[src/logic/inhibit_params.svh]
// Constants for the display blanking and key scan control block
`ifndef INHIBIT_PARAMS_SVH
`define INHIBIT_PARAMS_SVH

`define SEG_COUNT        60
`define COM_COUNT        10
`define PORT_COUNT       4
`define KEY_COLS         6
`define KEY_ROWS         5
`define KEY_BITS         30
`define COL_IDX_W        3
`define BIT_CNT_W        5

// Write frame: direction bit, then port bits, scan standby bits, seg off
`define WR_PAYLOAD_BITS  11
`define WR_FRAME_BITS    5'h0C
`define DIR_READ         1'b1
`define PC_LSB           7
`define KC_LSB           1
`define SC_BIT           0

`define PORT_RESET       4'h0
`define KC_RESET         6'h00
`define KEY_DATA_RESET   30'h00000000
`define LAST_COL         3'h5
`define ROW_STEP         3'h5

// Time that one key scan column is driven, in ns, and its cycle count
`define CLK_PERIOD_NS    10
`define SCAN_STEP_NS     2560
`define SCAN_STEP_CYC    (`SCAN_STEP_NS / `CLK_PERIOD_NS)
`define STEP_CNT_W       9

`endif

[src/logic/inhibit_pkg.sv]
// Types shared by the display blanking and key scan control block
package inhibit_pkg;

  typedef enum logic [1:0] {
    SER_IDLE  = 2'h0,
    SER_DIR   = 2'h1,
    SER_WRITE = 2'h3,
    SER_READ  = 2'h2
  } ser_state_t;

endpackage : inhibit_pkg

[src/logic/sync2.sv]
// Two flip-flop synchroniser for pin inputs
module sync2 #(
  parameter int WIDTH = 1
) (
  input  wire logic             clk_in,
  input  wire logic             rstn_in,
  input  wire logic [WIDTH-1:0] async_in,
  input  wire logic [WIDTH-1:0] reset_val_in,
  output logic      [WIDTH-1:0] sync_out
);

  logic [WIDTH-1:0] meta_q;
  logic [WIDTH-1:0] sync_q;
  logic [WIDTH-1:0] meta_d;
  logic [WIDTH-1:0] sync_d;

  always_comb begin
    meta_d = async_in;
    sync_d = meta_q;
  end

  // Reset to zero; output XORed with reset_val_in, so callers only invert the input for another idle level
  always_ff @(posedge clk_in or negedge rstn_in) begin
    if (!rstn_in) begin
      meta_q <= '0;
      sync_q <= '0;
    end else begin
      meta_q <= meta_d;
      sync_q <= sync_d;
    end
  end

  assign sync_out = sync_q ^ reset_val_in;

endmodule : sync2

[src/logic/display_inhibit_control.sv]
// Display blanking pin control with serial link and key scan
`include "inhibit_params.svh"

module display_inhibit_control
  import inhibit_pkg::*;
(
  input  wire logic                  clk_in,
  input  wire logic                  rstn_in,
  input  wire logic                  display_blank_pin_n_in,
  input  wire logic                  chip_enable_in,
  input  wire logic                  serial_shift_strobe_in,
  input  wire logic                  serial_data_in,
  input  wire logic [`KEY_ROWS-1:0]  key_return_in,
  output logic                       serial_data_out,
  output logic                       serial_data_oe_n_out,
  output logic                       display_on_out,
  output logic                       segment_off_wave_out,
  output logic [`SEG_COUNT-1:0]      segment_outputs_lowbias_out,
  output logic [`COM_COUNT-1:0]      backplane_drivers_lowbias_out,
  output logic [`PORT_COUNT-1:0]     general_outputs_out,
  output logic [`KEY_COLS-1:0]       key_scan_outputs_out,
  output logic [`KEY_BITS-1:0]       key_data_out
);

  // Synchronised pins
  logic                 blank_n_s;
  logic                 ce_s;
  logic                 strobe_s;
  logic                 din_s;
  logic [`KEY_ROWS-1:0] rows_s;

  // Blank pin idles high, so its synchroniser output is inverted back
  // Two stages then one register
  sync2 #(.WIDTH(1)) u_sync_blank (
    .clk_in       (clk_in),
    .rstn_in      (rstn_in),
    .async_in     (~display_blank_pin_n_in),
    .reset_val_in (1'b1),
    .sync_out     (blank_n_s)
  );

  // Link pins sampled on the system clock
  sync2 #(.WIDTH(3 + `KEY_ROWS)) u_sync_link (
    .clk_in       (clk_in),
    .rstn_in      (rstn_in),
    .async_in     ({chip_enable_in, serial_shift_strobe_in,
                    serial_data_in, key_return_in}),
    .reset_val_in ('0),
    .sync_out     ({ce_s, strobe_s, din_s, rows_s})
  );

  // Edge detection on synchronised link signals
  logic ce_prev_q;
  logic strobe_prev_q;
  logic ce_prev_d;
  logic strobe_prev_d;
  logic ce_rise;
  logic ce_fall;
  logic strobe_rise;
  logic strobe_fall;

  always_comb begin
    ce_prev_d     = ce_s;
    strobe_prev_d = strobe_s;
  end

  always_ff @(posedge clk_in or negedge rstn_in) begin
    if (!rstn_in) begin
      ce_prev_q     <= 1'b0;
      strobe_prev_q <= 1'b0;
    end else begin
      ce_prev_q     <= ce_prev_d;
      strobe_prev_q <= strobe_prev_d;
    end
  end

  assign ce_rise     = ce_s & ~ce_prev_q;
  assign ce_fall     = ~ce_s & ce_prev_q;
  assign strobe_rise = strobe_s & ~strobe_prev_q & ce_s;
  assign strobe_fall = ~strobe_s & strobe_prev_q & ce_s;

  // Serial frame engine
  ser_state_t                  ser_state_q;
  ser_state_t                  ser_state_d;
  logic [`BIT_CNT_W-1:0]       bit_cnt_q;
  logic [`BIT_CNT_W-1:0]       bit_cnt_d;
  logic [`WR_PAYLOAD_BITS-1:0] rx_shift_q;
  logic [`WR_PAYLOAD_BITS-1:0] rx_shift_d;
  logic [`KEY_BITS-1:0]        tx_shift_q;
  logic [`KEY_BITS-1:0]        tx_shift_d;
  logic                        dout_oe_n_q;
  logic                        dout_oe_n_d;
  logic [`PORT_COUNT-1:0]      port_bits_q;
  logic [`PORT_COUNT-1:0]      port_bits_d;
  logic [`KEY_COLS-1:0]        kc_bits_q;
  logic [`KEY_COLS-1:0]        kc_bits_d;
  logic                        sc_bit_q;
  logic                        sc_bit_d;
  logic [`KEY_BITS-1:0]        key_data_q;

  always_comb begin
    ser_state_d = ser_state_q;
    bit_cnt_d   = bit_cnt_q;
    rx_shift_d  = rx_shift_q;
    tx_shift_d  = tx_shift_q;
    dout_oe_n_d = dout_oe_n_q;
    port_bits_d = port_bits_q;
    kc_bits_d   = kc_bits_q;
    sc_bit_d    = sc_bit_q;
    // Frame handling ignores the blank pin entirely
    case (ser_state_q)
      SER_IDLE: begin
        dout_oe_n_d = 1'b1;
        if (ce_rise) begin
          ser_state_d = SER_DIR;
          bit_cnt_d   = '0;
        end
      end
      SER_DIR: begin
        if (ce_fall) begin
          ser_state_d = SER_IDLE;
        end else if (strobe_rise) begin
          bit_cnt_d = bit_cnt_q + 5'h01;
          if (din_s == `DIR_READ) begin
            // Key data snapshot for the read frame
            ser_state_d = SER_READ;
            tx_shift_d  = key_data_q;
          end else begin
            ser_state_d = SER_WRITE;
          end
        end
      end
      SER_WRITE: begin
        if (ce_fall) begin
          ser_state_d = SER_IDLE;
          // Short or long frames are dropped to keep old settings
          if (bit_cnt_q == `WR_FRAME_BITS) begin
            // Port state bits latched at frame end
            port_bits_d = rx_shift_q[`PC_LSB +: `PORT_COUNT];
            kc_bits_d   = rx_shift_q[`KC_LSB +: `KEY_COLS];
            sc_bit_d    = rx_shift_q[`SC_BIT];
          end
        end else if (strobe_rise) begin
          // Data taken from the serial input pin
          rx_shift_d = {rx_shift_q[`WR_PAYLOAD_BITS-2:0], din_s};
          if (bit_cnt_q != {`BIT_CNT_W{1'b1}}) begin
            bit_cnt_d = bit_cnt_q + 5'h01;
          end
        end
      end
      SER_READ: begin
        if (ce_fall) begin
          ser_state_d = SER_IDLE;
          dout_oe_n_d = 1'b1;
        end else if (strobe_fall) begin
          // Open drain: pull low for a zero, release for a one
          dout_oe_n_d = tx_shift_q[`KEY_BITS-1];
          tx_shift_d  = {tx_shift_q[`KEY_BITS-2:0], 1'b0};
        end
      end
      default: begin
        ser_state_d = SER_IDLE;
        dout_oe_n_d = 1'b1;
      end
    endcase
  end

  always_ff @(posedge clk_in or negedge rstn_in) begin
    if (!rstn_in) begin
      ser_state_q <= SER_IDLE;
      bit_cnt_q   <= '0;
      rx_shift_q  <= '0;
      tx_shift_q  <= '0;
      dout_oe_n_q <= 1'b1;
      port_bits_q <= `PORT_RESET;
      kc_bits_q   <= `KC_RESET;
      sc_bit_q    <= 1'b0;
    end else begin
      ser_state_q <= ser_state_d;
      bit_cnt_q   <= bit_cnt_d;
      rx_shift_q  <= rx_shift_d;
      tx_shift_q  <= tx_shift_d;
      dout_oe_n_q <= dout_oe_n_d;
      port_bits_q <= port_bits_d;
      kc_bits_q   <= kc_bits_d;
      sc_bit_q    <= sc_bit_d;
    end
  end

  // Key scanner
  logic [`STEP_CNT_W-1:0] step_cnt_q;
  logic [`STEP_CNT_W-1:0] step_cnt_d;
  logic [`COL_IDX_W-1:0]  col_q;
  logic [`COL_IDX_W-1:0]  col_d;
  logic [`KEY_BITS-1:0]   key_data_d;
  logic [`KEY_COLS-1:0]   scan_out_q;
  logic [`KEY_COLS-1:0]   scan_out_d;
  logic                   step_done;
  logic [`BIT_CNT_W-1:0]  col_base;

  // Widened so the last column's base of 25 does not wrap
  assign col_base = `BIT_CNT_W'(col_q) * `BIT_CNT_W'(`ROW_STEP);

  assign step_done = (step_cnt_q ==
                      `STEP_CNT_W'(`SCAN_STEP_CYC - 1));

  always_comb begin
    step_cnt_d = step_cnt_q;
    col_d      = col_q;
    key_data_d = key_data_q;
    scan_out_d = '0;
    if (!blank_n_s) begin
      // Scanning halted, scan outputs held low
      step_cnt_d = '0;
      col_d      = '0;
      scan_out_d = '0;
      // Stored key data cleared while blanked
      key_data_d = `KEY_DATA_RESET;
    end else begin
      // Columns driven in turn, rows recorded
      scan_out_d        = '0;
      scan_out_d[col_q] = kc_bits_q[col_q];
      step_cnt_d        = step_cnt_q + `STEP_CNT_W'(1);
      if (step_done) begin
        step_cnt_d = '0;
        // Undriven columns record no press, so their keys read zero
        key_data_d[col_base +: `KEY_ROWS] =
          rows_s & {`KEY_ROWS{kc_bits_q[col_q]}};
        col_d = (col_q == `LAST_COL) ? '0 : col_q + 3'h1;
      end
    end
  end

  always_ff @(posedge clk_in or negedge rstn_in) begin
    if (!rstn_in) begin
      step_cnt_q <= '0;
      col_q      <= '0;
      key_data_q <= `KEY_DATA_RESET;
      scan_out_q <= '0;
    end else begin
      step_cnt_q <= step_cnt_d;
      col_q      <= col_d;
      key_data_q <= key_data_d;
      scan_out_q <= scan_out_d;
    end
  end

  // Display and port outputs
  logic                   disp_on_q;
  logic                   disp_on_d;
  logic [`PORT_COUNT-1:0] ports_q;
  logic [`PORT_COUNT-1:0] ports_d;

  always_comb begin
    // Blanked display: all drivers to lowest bias
    disp_on_d = blank_n_s;
    // Ports follow their state bits when released
    ports_d   = blank_n_s ? port_bits_q : '0;
  end

  always_ff @(posedge clk_in or negedge rstn_in) begin
    if (!rstn_in) begin
      disp_on_q <= 1'b0;
      ports_q   <= '0;
    end else begin
      disp_on_q <= disp_on_d;
      ports_q   <= ports_d;
    end
  end

  assign display_on_out                = disp_on_q;
  assign segment_off_wave_out          = disp_on_q & sc_bit_q;
  assign segment_outputs_lowbias_out   = {`SEG_COUNT{~disp_on_q}};
  assign backplane_drivers_lowbias_out = {`COM_COUNT{~disp_on_q}};
  assign general_outputs_out           = ports_q;
  assign key_scan_outputs_out          = scan_out_q;
  assign key_data_out                  = key_data_q;
  assign serial_data_out               = 1'b0;
  assign serial_data_oe_n_out          = dout_oe_n_q;

endmodule : display_inhibit_control

[config.mk]
export PLATFORM = sky130hd
export DESIGN_NAME = display_inhibit_control
export DESIGN_NICKNAME = d
export VERILOG_FILES = /design/src/logic/inhibit_pkg.sv /design/src/logic/sync2.sv /design/src/logic/display_inhibit_control.sv
export VERILOG_INCLUDE_DIRS = /design/src /design/src/logic
export SDC_FILE = /design/constraint.sdc
export NUM_CORES = 1
export LEC_CHECK = 0
export ABC_AREA = 0
export BUFFER_PORTS_ARGS = -buffer_cell sky130_fd_sc_hd__buf_2
export CORE_UTILIZATION = 55
export DETAILED_ROUTE_END_ITERATION = 12
export PLACE_DENSITY = 0.79
export SLEW_MARGIN = 20
export SYNTH_ARGS = -nofsm -noshare
export SYNTH_HDL_FRONTEND = slang
export SYNTH_SLANG_ARGS = --single-unit
[constraint.sdc]
create_clock -name clk_in -period 8.6 [get_ports clk_in]
set_clock_uncertainty 0.2 [all_clocks]
set_input_delay 1.72 -clock clk_in [delete_from_list [all_inputs] [get_ports clk_in]]
set_output_delay 1.72 -clock clk_in [all_outputs]
set_load 0.05 [all_outputs]
== Word level (Yosys, flattened, before mapping) ==
Index checks and enable logic that the tools add are counted.
Widths: inputs -> output; s select.

* Shift operators: 2
* $mul: 1
* Reductions and logical operators: 13
* Equal/unequal tests: 19
* Magnitude comparators: 2
* Muxes and demuxes: 36
* $add $sub $neg: 4
* Bitwise operators: 17

{| class="wikitable"
|+ Operators by type and width
! cell !! count
|-
| $mux 30 || 7
|-
| $pmux 30 s2 || 1
|-
| $bwmux 30 || 1
|-
| $mux 5 || 6
|-
| $shift 5x7->30 const A || 1
|-
| $shiftx 5x7->30 || 1
|-
| $mux 9 || 2
|-
| $ne 2x2->1 const B || 8
|-
| $pmux 5 s3 || 1
|-
| $add 9x1->9 const B || 1
|-
| $eq 9x8->1 const B || 1
|-
| $mux 3 || 3
|-
| $reduce_and 3->1 || 3
|-
| $mux 2 || 4
|-
| $not 1->1 || 8
|-
| $and 1x1->1 || 7
|-
| $neg 5->7 || 1
|-
| $reduce_and 7->1 || 1
|-
| $and 6x6->6 || 1
|-
| $mux 6 || 1
|-
| $ne 3x3->1 const B || 2
|-
| $pmux 2 s3 || 1
|-
| $reduce_and 6->1 || 1
|-
| $reduce_bool 2->1 || 3
|-
| other kinds (22) || 28
|}

* Word-level logic and storage cells: 114
* Output and inout bits: 114
* Input bits: 11
* Bits in registers: 133

== Depth between registers and ports, before layout ==
Gate-level depths: netlist of the first run.

* Depth after elaboration: 7
* Mapped depth: 13
* Depth with buffers taken out: 9

== By module ==
Synthesis of the first run repeated with hierarchy kept, for this count alone.

* Cell total of the unflattened synthesis: 765
* Area, all modules: 7597.3 µm²

{| class="wikitable"
|+ By module, submodules not included
! module !! seq. area each (µm²) !! times used !! cells each !! area an instance (µm²)
|-
| display_inhibit_control || 2879.0 || 1 || 738 || 7068.0
|-
| sync2 at u_sync_link || 400.4 || 1 || 24 || 470.5
|-
| sync2 at u_sync_blank || 50.0 || 1 || 3 || 58.8
|}

== Worst setup path after synthesis of the first run ==
Ideal clock, no wire load.

* Kind: register -> output
* Start: reg disp_on_q (netlist: display_on_out)
* End: out backplane_drivers_lowbias_out[1]
* Cell stages (with the launch flop): 3
* Required time: 6680 ps
* Arrival time: 2328 ps
* Buffers on the path: 1
* Path slack: 4352 ps
* Cells stage by stage: dfrtp_1 > inv_1 > buf_4

* Longest elaborated chain between the ends: 1

{| class="wikitable"
|+ RTL lines
! what !! line !! RTL
|-
| start, declared || display_inhibit_control.sv:249 || <nowiki>logic disp_on_q;</nowiki>
|-
| start signal, assigned || display_inhibit_control.sv:266 || <nowiki>disp_on_q <= disp_on_d;</nowiki>
|-
| $not 1->1 || display_inhibit_control.sv:274 || <nowiki>assign backplane_drivers_lowbias_out = {`COM_COUNT{~disp_on_q}};</nowiki>
|-
| end, declared || display_inhibit_control.sv:19 || <nowiki>output logic [`COM_COUNT-1:0] backplane_drivers_lowbias_out,</nowiki>
|}

Every way passes these cells.

== Final worst setup path of the first run ==
* Start: reg disp_on_q (netlist: display_on_out)
* End: out segment_outputs_lowbias_out[56]

* Longest elaborated chain between the ends: 1

{| class="wikitable"
|+ RTL lines
! what !! line !! RTL
|-
| $not 1->1 || display_inhibit_control.sv:273 || <nowiki>assign segment_outputs_lowbias_out = {`SEG_COUNT{~disp_on_q}};</nowiki>
|-
| end, declared || display_inhibit_control.sv:18 || <nowiki>output logic [`SEG_COUNT-1:0] segment_outputs_lowbias_out,</nowiki>
|}

Every way passes these cells.

==> flow_summary.json, run 1 <==
{
  "outcome": "finished clean",
  "clock_path_buffers": 2,
  "grt_use_total": 0.258,
  "placementRows": 41,
  "antenna_found_initial": 0,
  "regArea_um2": 3330,
  "peakVddDrop_mv": 0.149,
  "yosys_warnings": 0,
  "cts-root-buf": "clkbuf_16",
  "cts-buffers-inserted": 17,
  "viasPerCell": 5.76,
  "cts_setup_buffers": 0,
  "vias": 5344,
  "multi_input_comb_area_um2": 2990,
  "crit_chain": "inv_1 > buf_4 > buf_2",
  "p_int_uw": 1130,
  "finalSetupViolCount": 0,
  "cts_tree": "built",
  "hold_viol": 0,
  "worstHoldEndpoint": "u_sync_link.sync_q[2]$_DFF_PN0_",
  "ctsHoldBuffers": 0,
  "hp-start": "u_sync_link.meta_q[2]$_DFF_PN0_",
  "worstSkewPairLatency_ps": 420,
  "start_util": 0.561,
  "worst_pin_slew_ps": 969,
  "slowest_delay_ps": 420,
  "p_clk_frac": 0.457,
  "hold_depth": 0,
  "critPathKind": "reg2out",
  "finalWirelength_um": 16000,
  "required_ps": 6680,
  "p_per_area_nw_per_um2": 200,
  "port_buffers": 123,
  "max_freq_mhz": 281,
  "core_area_um2": 12600,
  "area_growth_pct": 11.3,
  "synth.distinct_cells": 73,
  "num_antenna_cells": 0,
  "r2r_slack_ps": 5090,
  "avgSynthCellArea_um2": 10.1,
  "p_comb_frac": 0.119,
  "timing.hold.ws_ps": 146,
  "drt_iter0_markers": 396,
  "crit_path_start_kind": "flip-flop",
  "dp_hpwl_um": 11200,
  "synth-edff-count": 0,
  "worst_setup_path_end_kind": "output port",
  "dr.pass1.iters": 5,
  "die_h_um": 115,
  "timing.final.crit_share": 0.414,
  "path_max_fanout": 70,
  "yosys_register_bits": 133,
  "finalMaxSlewViolations": 0,
  "die_area_um2": 13300,
  "ctsResizeCount": 0,
  "p_sw_frac": 0.278,
  "cts.sinks": 133,
  "synthArstFlopShare": 1.00,
  "ant_nets": 0,
  "seq_area_frac_synth": 0.472,
  "static-leakage-power_uw": 0.00354,
  "synth_nets": 723,
  "setup_tns_ps": 0,
  "grt_pass1_vias": 5037,
  "avgRoutedWirePerCell_um": 17.3,
  "maxCapViolations": 0,
  "clk_pin_slew_worst_paths_ps": 60,
  "seq_power_share": 0.423,
  "ioPinCount": 125,
  "grt_overflow": 0,
  "crit_arrival_ps": 1640,
  "maxSlewHeadroom": 0.349,
  "r2r-start": "col_q[2]$_DFFE_PN0P_",
  "worstRegToRegCells": 8,
  "synthCells": 702,
  "switchingPower_uw": 436,
  "hp-class": "reg2reg",
  "place_congestion": 0.913,
  "layout-drive-gt1-share": 0.274,
  "min_period_ps": 3560,
  "final_core_util": 0.625,
  "grt_pass1_wl_um": 26000,
  "grt_max_degree": 78,
  "drcViolationCount": 0,
  "reg2reg_to": "key_data_out[4]$_DFFE_PN0P_",
  "htree_levels": 4,
  "synth_flop_cell": "dfrtp_1",
  "die-width_um": 115,
  "syn_area_um2": 7060,
  "rsz0062_at_grt": "no",
  "nNetsFinal": 764,
  "slowest_stage": "dfrtp_1",
  "fill_cells": 1030
}
==> power by group through the flow <==
| stage | sequential (µW) | combinational, µW | clock, µW |
|---|---|---|---|
| floorplan | 671 | 164 | 0 |
| global placement | 673 | 182 | 0 |
| detailed placement | 674 | 185 | 0 |
| CTS | 663 | 185 | 727 |
| global route | 666 | 201 | 754 |
| finish | 664 | 187 | 717 |
==> routing by layer <==
metal  wire length (µm)  part of all wire  global-route usage  up-vias
li1                   -                 -                   -     2493
met1               7300              0.45               0.351     2584
met2               7530              0.47               0.404      243
met3                965             0.060              0.0559       24
met4                252             0.016               0.102        0
met5                  0                 0                   0        -
==> state kept, by name, indices dropped and copies added, names as in the netlist, 2 cells and up <==
| register | cells |
|---|---|
| ser_state_q | 2 |
| col_q | 3 |
| general_outputs_out | 4 |
| step_cnt_q | 9 |
| u_sync_link.sync_q | 8 |
| u_sync_link.meta_q | 8 |
| bit_cnt_q | 5 |
| key_data_out | 30 |
| port_bits_q | 4 |
| kc_bits_q | 6 |
| tx_shift_q | 30 |
| rx_shift_q | 11 |
| key_scan_outputs_out | 6 |
==> synth_stat cells, types with 3 or more instances <==
library cell  number  area [µm²]
nor2_1            30         113
buf_2              8        40.0
a21boi_0           4        30.0
nor2b_1           11        68.8
inv_1             13        48.8
mux2i_1           44         440
clkbuf_1          21        78.8
nand4_1            7        43.8
nor3b_1            5        37.5
a31oi_1            6        37.5
nand3b_1           7        52.6
xnor2_1            5        43.8
nand3_1           22         110
mux2_2            23         259
o21ai_0           64         320
a21oi_1           19        95.1
xor2_1             4        35.0
o21ai_1            9        45.0
o2bb2ai_1          3        26.3
or2_2              3        18.8
o211ai_1          17         128
buf_4             75         563
nor3_1            10        50.1
and3_1             5        31.3
a32oi_1            4        35.0
and2_1             3        18.8
nand2_1           75         282
and4_1             4        35.0
buf_1              3        11.3
dfrtp_1          132        3300
ha_1              10         125
==> how the worst max path moves through the flow <==
stage                                        start                               end  slack (ps)
after global routing      display_on_out$_DFF_PN0_  backplane_drivers_lowbias_out[4]        4830
after global placement                     rstn_in              col_q[0]$_DFFE_PN0P_        5200
final                     display_on_out$_DFF_PN0_   segment_outputs_lowbias_out[56]        5040
after CTS                 display_on_out$_DFF_PN0_   segment_outputs_lowbias_out[30]        4990
after floorplan           display_on_out$_DFF_PN0_  backplane_drivers_lowbias_out[1]        4350
after detailed placement                   rstn_in              col_q[0]$_DFFE_PN0P_        5120
==> kinds of logic after synthesis <==
logic type | after synthesis | share of synthesized area
fa+ha+maj | 10 | 0.0177
compound gates | 153 | 0.136
mux | 67 | 0.0991
flops | 133 | 0.472
simple gates | 207 | 0.156
other cells | 1 | 0.000531
buf+inv | 121 | 0.106
xor+xnor | 10 | 0.0135
==> critical path: cells and delay by family (launching register included) <==
family / cells / cell delay (ps)
DFF: 1 / 420
buffers and inverters: 3 / 790
==> area by class of cell <==
class | instances | share of cell area
Tap cell | 172 | 0.0274
Inverter | 13 | 0.00621
Clock buffer | 19 | 0.0564
Timing Repair Buffer | 130 | 0.0870
Clock inverter | 13 | 0.0188
Multi-Input combinational cell | 448 | 0.380
Sequential cell | 133 | 0.424
==> placed cells by master, fill, tap and decap left out, types with 13 or more instances in the layout <==
cell,synthesis,final
nand2_1,75,75
o211ai_1,17,17
buf_2,8,122
mux2i_1,44,44
clkbuf_16,0,17
a21oi_1,19,19
o21ai_0,64,64
dfrtp_1,132,132
nand3_1,22,22
mux2_2,23,23
inv_1,13,13
nor2_1,30,30
==> metrics by stage <==
step	setup slack, ps	area [µm²]	std cells	power [µW]
2_1_floorplan	4350	7060	702	835
3_3_place_gp	5200	7240	895	855
4_1_cts	4990	7840	927	1580
6_report	5040	7860	928	1570
3_5_place_dp	5120	7240	895	859
5_1_grt	4830	7860	928	1620
(Power assumes the default switching activity.)
==> inputs of run 2 (changes only) <==
--- a/config.mk
+++ b/config.mk
@@ -6,11 +6,11 @@
 export SDC_FILE = /design/constraint.sdc
 export NUM_CORES = 1
 export LEC_CHECK = 0
-export ABC_AREA = 0
+export ABC_AREA = 1
 export BUFFER_PORTS_ARGS = -buffer_cell sky130_fd_sc_hd__buf_2
-export CORE_UTILIZATION = 55
+export CORE_UTILIZATION = 51
 export DETAILED_ROUTE_END_ITERATION = 12
-export PLACE_DENSITY = 0.79
+export PLACE_DENSITY = 0.76
 export SLEW_MARGIN = 20
 export SYNTH_ARGS = -nofsm -noshare
 export SYNTH_HDL_FRONTEND = slang
==> constraint.sdc (replaced) <==
create_clock -name clk_in -period 3 [get_ports clk_in]
set_clock_uncertainty 0.2 [all_clocks]
set_input_delay 0.6 -clock clk_in [delete_from_list [all_inputs] [get_ports clk_in]]
set_output_delay 0.6 -clock clk_in [all_outputs]
set_load 0.05 [all_outputs]
==> flow_summary.json, run 2 <==
{
  "seq_power_share": 0.375,
  "timing.final.crit_share": 0.926,
  "synth-edff-count": 0,
  "ioPinCount": 125,
  "maxSlewHeadroom": 0.515,
  "worst_pin_slew_ps": 725,
  "cts_tree": "built",
  "vias": 6187,
  "avgRoutedWirePerCell_um": 15.1,
  "placementRows": 43,
  "synth_area_leaders": "dfrtp_1 45%, nand2_1 9.6%, buf_4 7.5%, nand3_1 5.4%, inv_1 5.3%",
  "grt_pass1_vias": 5584,
  "crit_chain": "ha_1 > ha_1 > nor2_2 > nand3_4 > nand2_2 > inv_2 > nor2_1 > nand2_1 > o21ai_2 > nand2_1 > nor2_1 > nand2_1 > nand2_1",
  "core_area_um2": 13900,
  "regArea_um2": 3330,
  "cts_setup_buffers": 0,
  "synthCells": 903,
  "maxCapViolations": 0,
  "crit_path_start_kind": "flip-flop",
  "syn_area_um2": 7260,
  "multi_input_comb_area_um2": 2810,
  "dr.pass1.iters": 6,
  "ant_nets": 0,
  "final_core_util": 0.591,
  "htree_levels": 4,
  "p_clk_frac": 0.380,
  "grt_pass1_wl_um": 28700,
  "cts-root-buf": "clkbuf_16",
  "layout_commonest_cell": "nand2_1",
  "area_growth_pct": 12.9,
  "p_per_area_nw_per_um2": 717,
  "synthTopCellsByCount": "185 x nand2_1, 132 x dfrtp_1, 102 x inv_1",
  "synth.distinct_cells": 40,
  "nNetsFinal": 980,
  "p_int_uw": 3870,
  "pre_cts_ws_ps": 283,
  "crit_arrival_ps": 2940,
  "clk_pin_slew_worst_paths_ps": 60,
  "switchingPower_uw": 2010,
  "cts.sinks": 133,
  "place_inst": 1118,
  "rsz0062_at_grt": "no",
  "fin_ws_ps": 222,
  "place_congestion": 0.956,
  "antenna_found_initial": 0,
  "drcViolationCount": 0,
  "p_sw_frac": 0.342,
  "static-leakage-power_uw": 0.00410,
  "grt_use_total": 0.255,
  "required_ps": 3160,
  "seq_area_frac_synth": 0.458,
  "layout-drive-gt1-share": 0.218,
  "p_comb_frac": 0.245,
  "hold_viol": 0,
  "synth_flop_cell": "dfrtp_1",
  "synth_top_area_share": 0.455,
  "finalSetupViolCount": 0,
  "synth_largest_area_cell": "dfrtp_1",
  "die_area_um2": 14700,
  "synth_nets": 924,
  "critPathKind": "reg2reg",
  "r2r_slack_ps": 220,
  "dp_hpwl_um": 12200,
  "stdcell_count": 1152,
  "path_max_fanout": 18,
  "die-width_um": 121,
  "min_period_ps": 2780,
  "max_freq_mhz": 360,
  "slowest_delay_ps": 470,
  "viasPerCell": 5.37,
  "crit_buf_inv": 1,
  "yosys_register_bits": 133,
  "worstSkewPairLatency_ps": 430,
  "cpMostUsedCell": "nand2_1",
  "grt_max_degree": 72,
  "cts-buffers-inserted": 17,
  "start_util": 0.523,
  "timing.hold.ws_ps": 74.0,
  "synthArstFlopShare": 1.00,
  "drt_iter0_markers": 517,
  "die_h_um": 121,
  "worst_setup_path_end_kind": "flip-flop",
  "yosys_warnings": 0,
  "grt_overflow": 0,
  "finalMaxSlewViolations": 0,
  "hp-class": "in2reg",
  "crit_family": "simple AND/OR/NAND/NOR gates",
  "num_antenna_cells": 0,
  "port_buffers": 123,
  "finalWirelength_um": 17400,
  "setup_tns_ps": 0,
  "final_cell_mix": "185 x nand2_1, 132 x dfrtp_1, 122 x buf_2",
  "synth_most_common_cell": "nand2_1",
  "peakVddDrop_mv": 0.366,
  "outcome": "finished clean",
  "fill_cells": 1237,
  "avgSynthCellArea_um2": 8.04,
  "slowest_stage": "dfrtp_1",
  "clock_path_buffers": 2
}
## run 2: cell type report
type / instances / share of cell area
flip-flops and latches: 133 / 0.406
multi-input cells: 554 / 0.343
repair buffers: 143 / 0.0944
clock buffers: 20 / 0.0557
inverters: 109 / 0.0510
well taps: 180 / 0.0275
clock inverters: 12 / 0.0215
repair inverters: 1 / 0.000915
## run 2: routing by layer
layer / GRT usage / vias up / wire [µm]
met3: 0.0522 / 23 / 1170
met5: 0 / - / 0
met1: 0.361 / 2929 / 8030
met2: 0.387 / 250 / 7920
met4: 0.0903 / 0 / 295
li1: - / 2985 / -
## run 2: repair_timing
item	CTS	global route
setup endpoints to repair	0	70
hold endpoints to repair	30	0
hold buffers	1	0
resized for setup	0	1
## run 2: cells by family (layout without fill, tap and decap cells)
kind of cell | after synthesis | count (layout) | share of synthesized area
and+or+nand+nor | 399 | 399 | 0.253
buffers and inverters | 216 | 285 | 0.156
AOI/OAI and AO/OA | 141 | 141 | 0.112
DFF | 133 | 133 | 0.458
adders and majority gates | 10 | 10 | 0.0172
xor gates and xnor gates | 3 | 3 | 0.00362
other | 1 | 1 | 0.000516
## run 2: path summary, 6_finish.rpt
check | start | to | cells past startpoint
worst max-delay path | col_q[2]$_DFFE_PN0P_ | key_data_out[17]$_DFFE_PN0P_ | 13
worst min-delay path | key_return_in[2] | u_sync_link.meta_q[2]$_DFF_PN0_ | 1
min in group asynchronous | rstn_in | tx_shift_q[16]$_DFFE_PN0P_ | 2
worst max register to register | col_q[2]$_DFFE_PN0P_ | key_data_out[17]$_DFFE_PN0P_ | 13
max in group asynchronous | rstn_in | rx_shift_q[6]$_DFFE_PN0P_ | 3
worst min register to register | u_sync_link.meta_q[3]$_DFF_PN0_ | u_sync_link.sync_q[3]$_DFF_PN0_ | 0
## run 2: per-stage QoR
step	area (µm²)	power [µW]
final	8200	5880
after global routing	8200	6190
after CTS	8190	5890
after detailed placement	7550	3650
after global placement	7550	3620
after floorplan	7270	3370
## run 2: power groups by stage
stage / combinational (µW) / clock, µW / sequential (µW)
after floorplan: 1150 / 0 / 2220
after global placement: 1400 / 0 / 2220
after detailed placement: 1420 / 0 / 2230
after CTS: 1440 / 2260 / 2200
after global routing: 1620 / 2340 / 2230
final: 1440 / 2230 / 2200
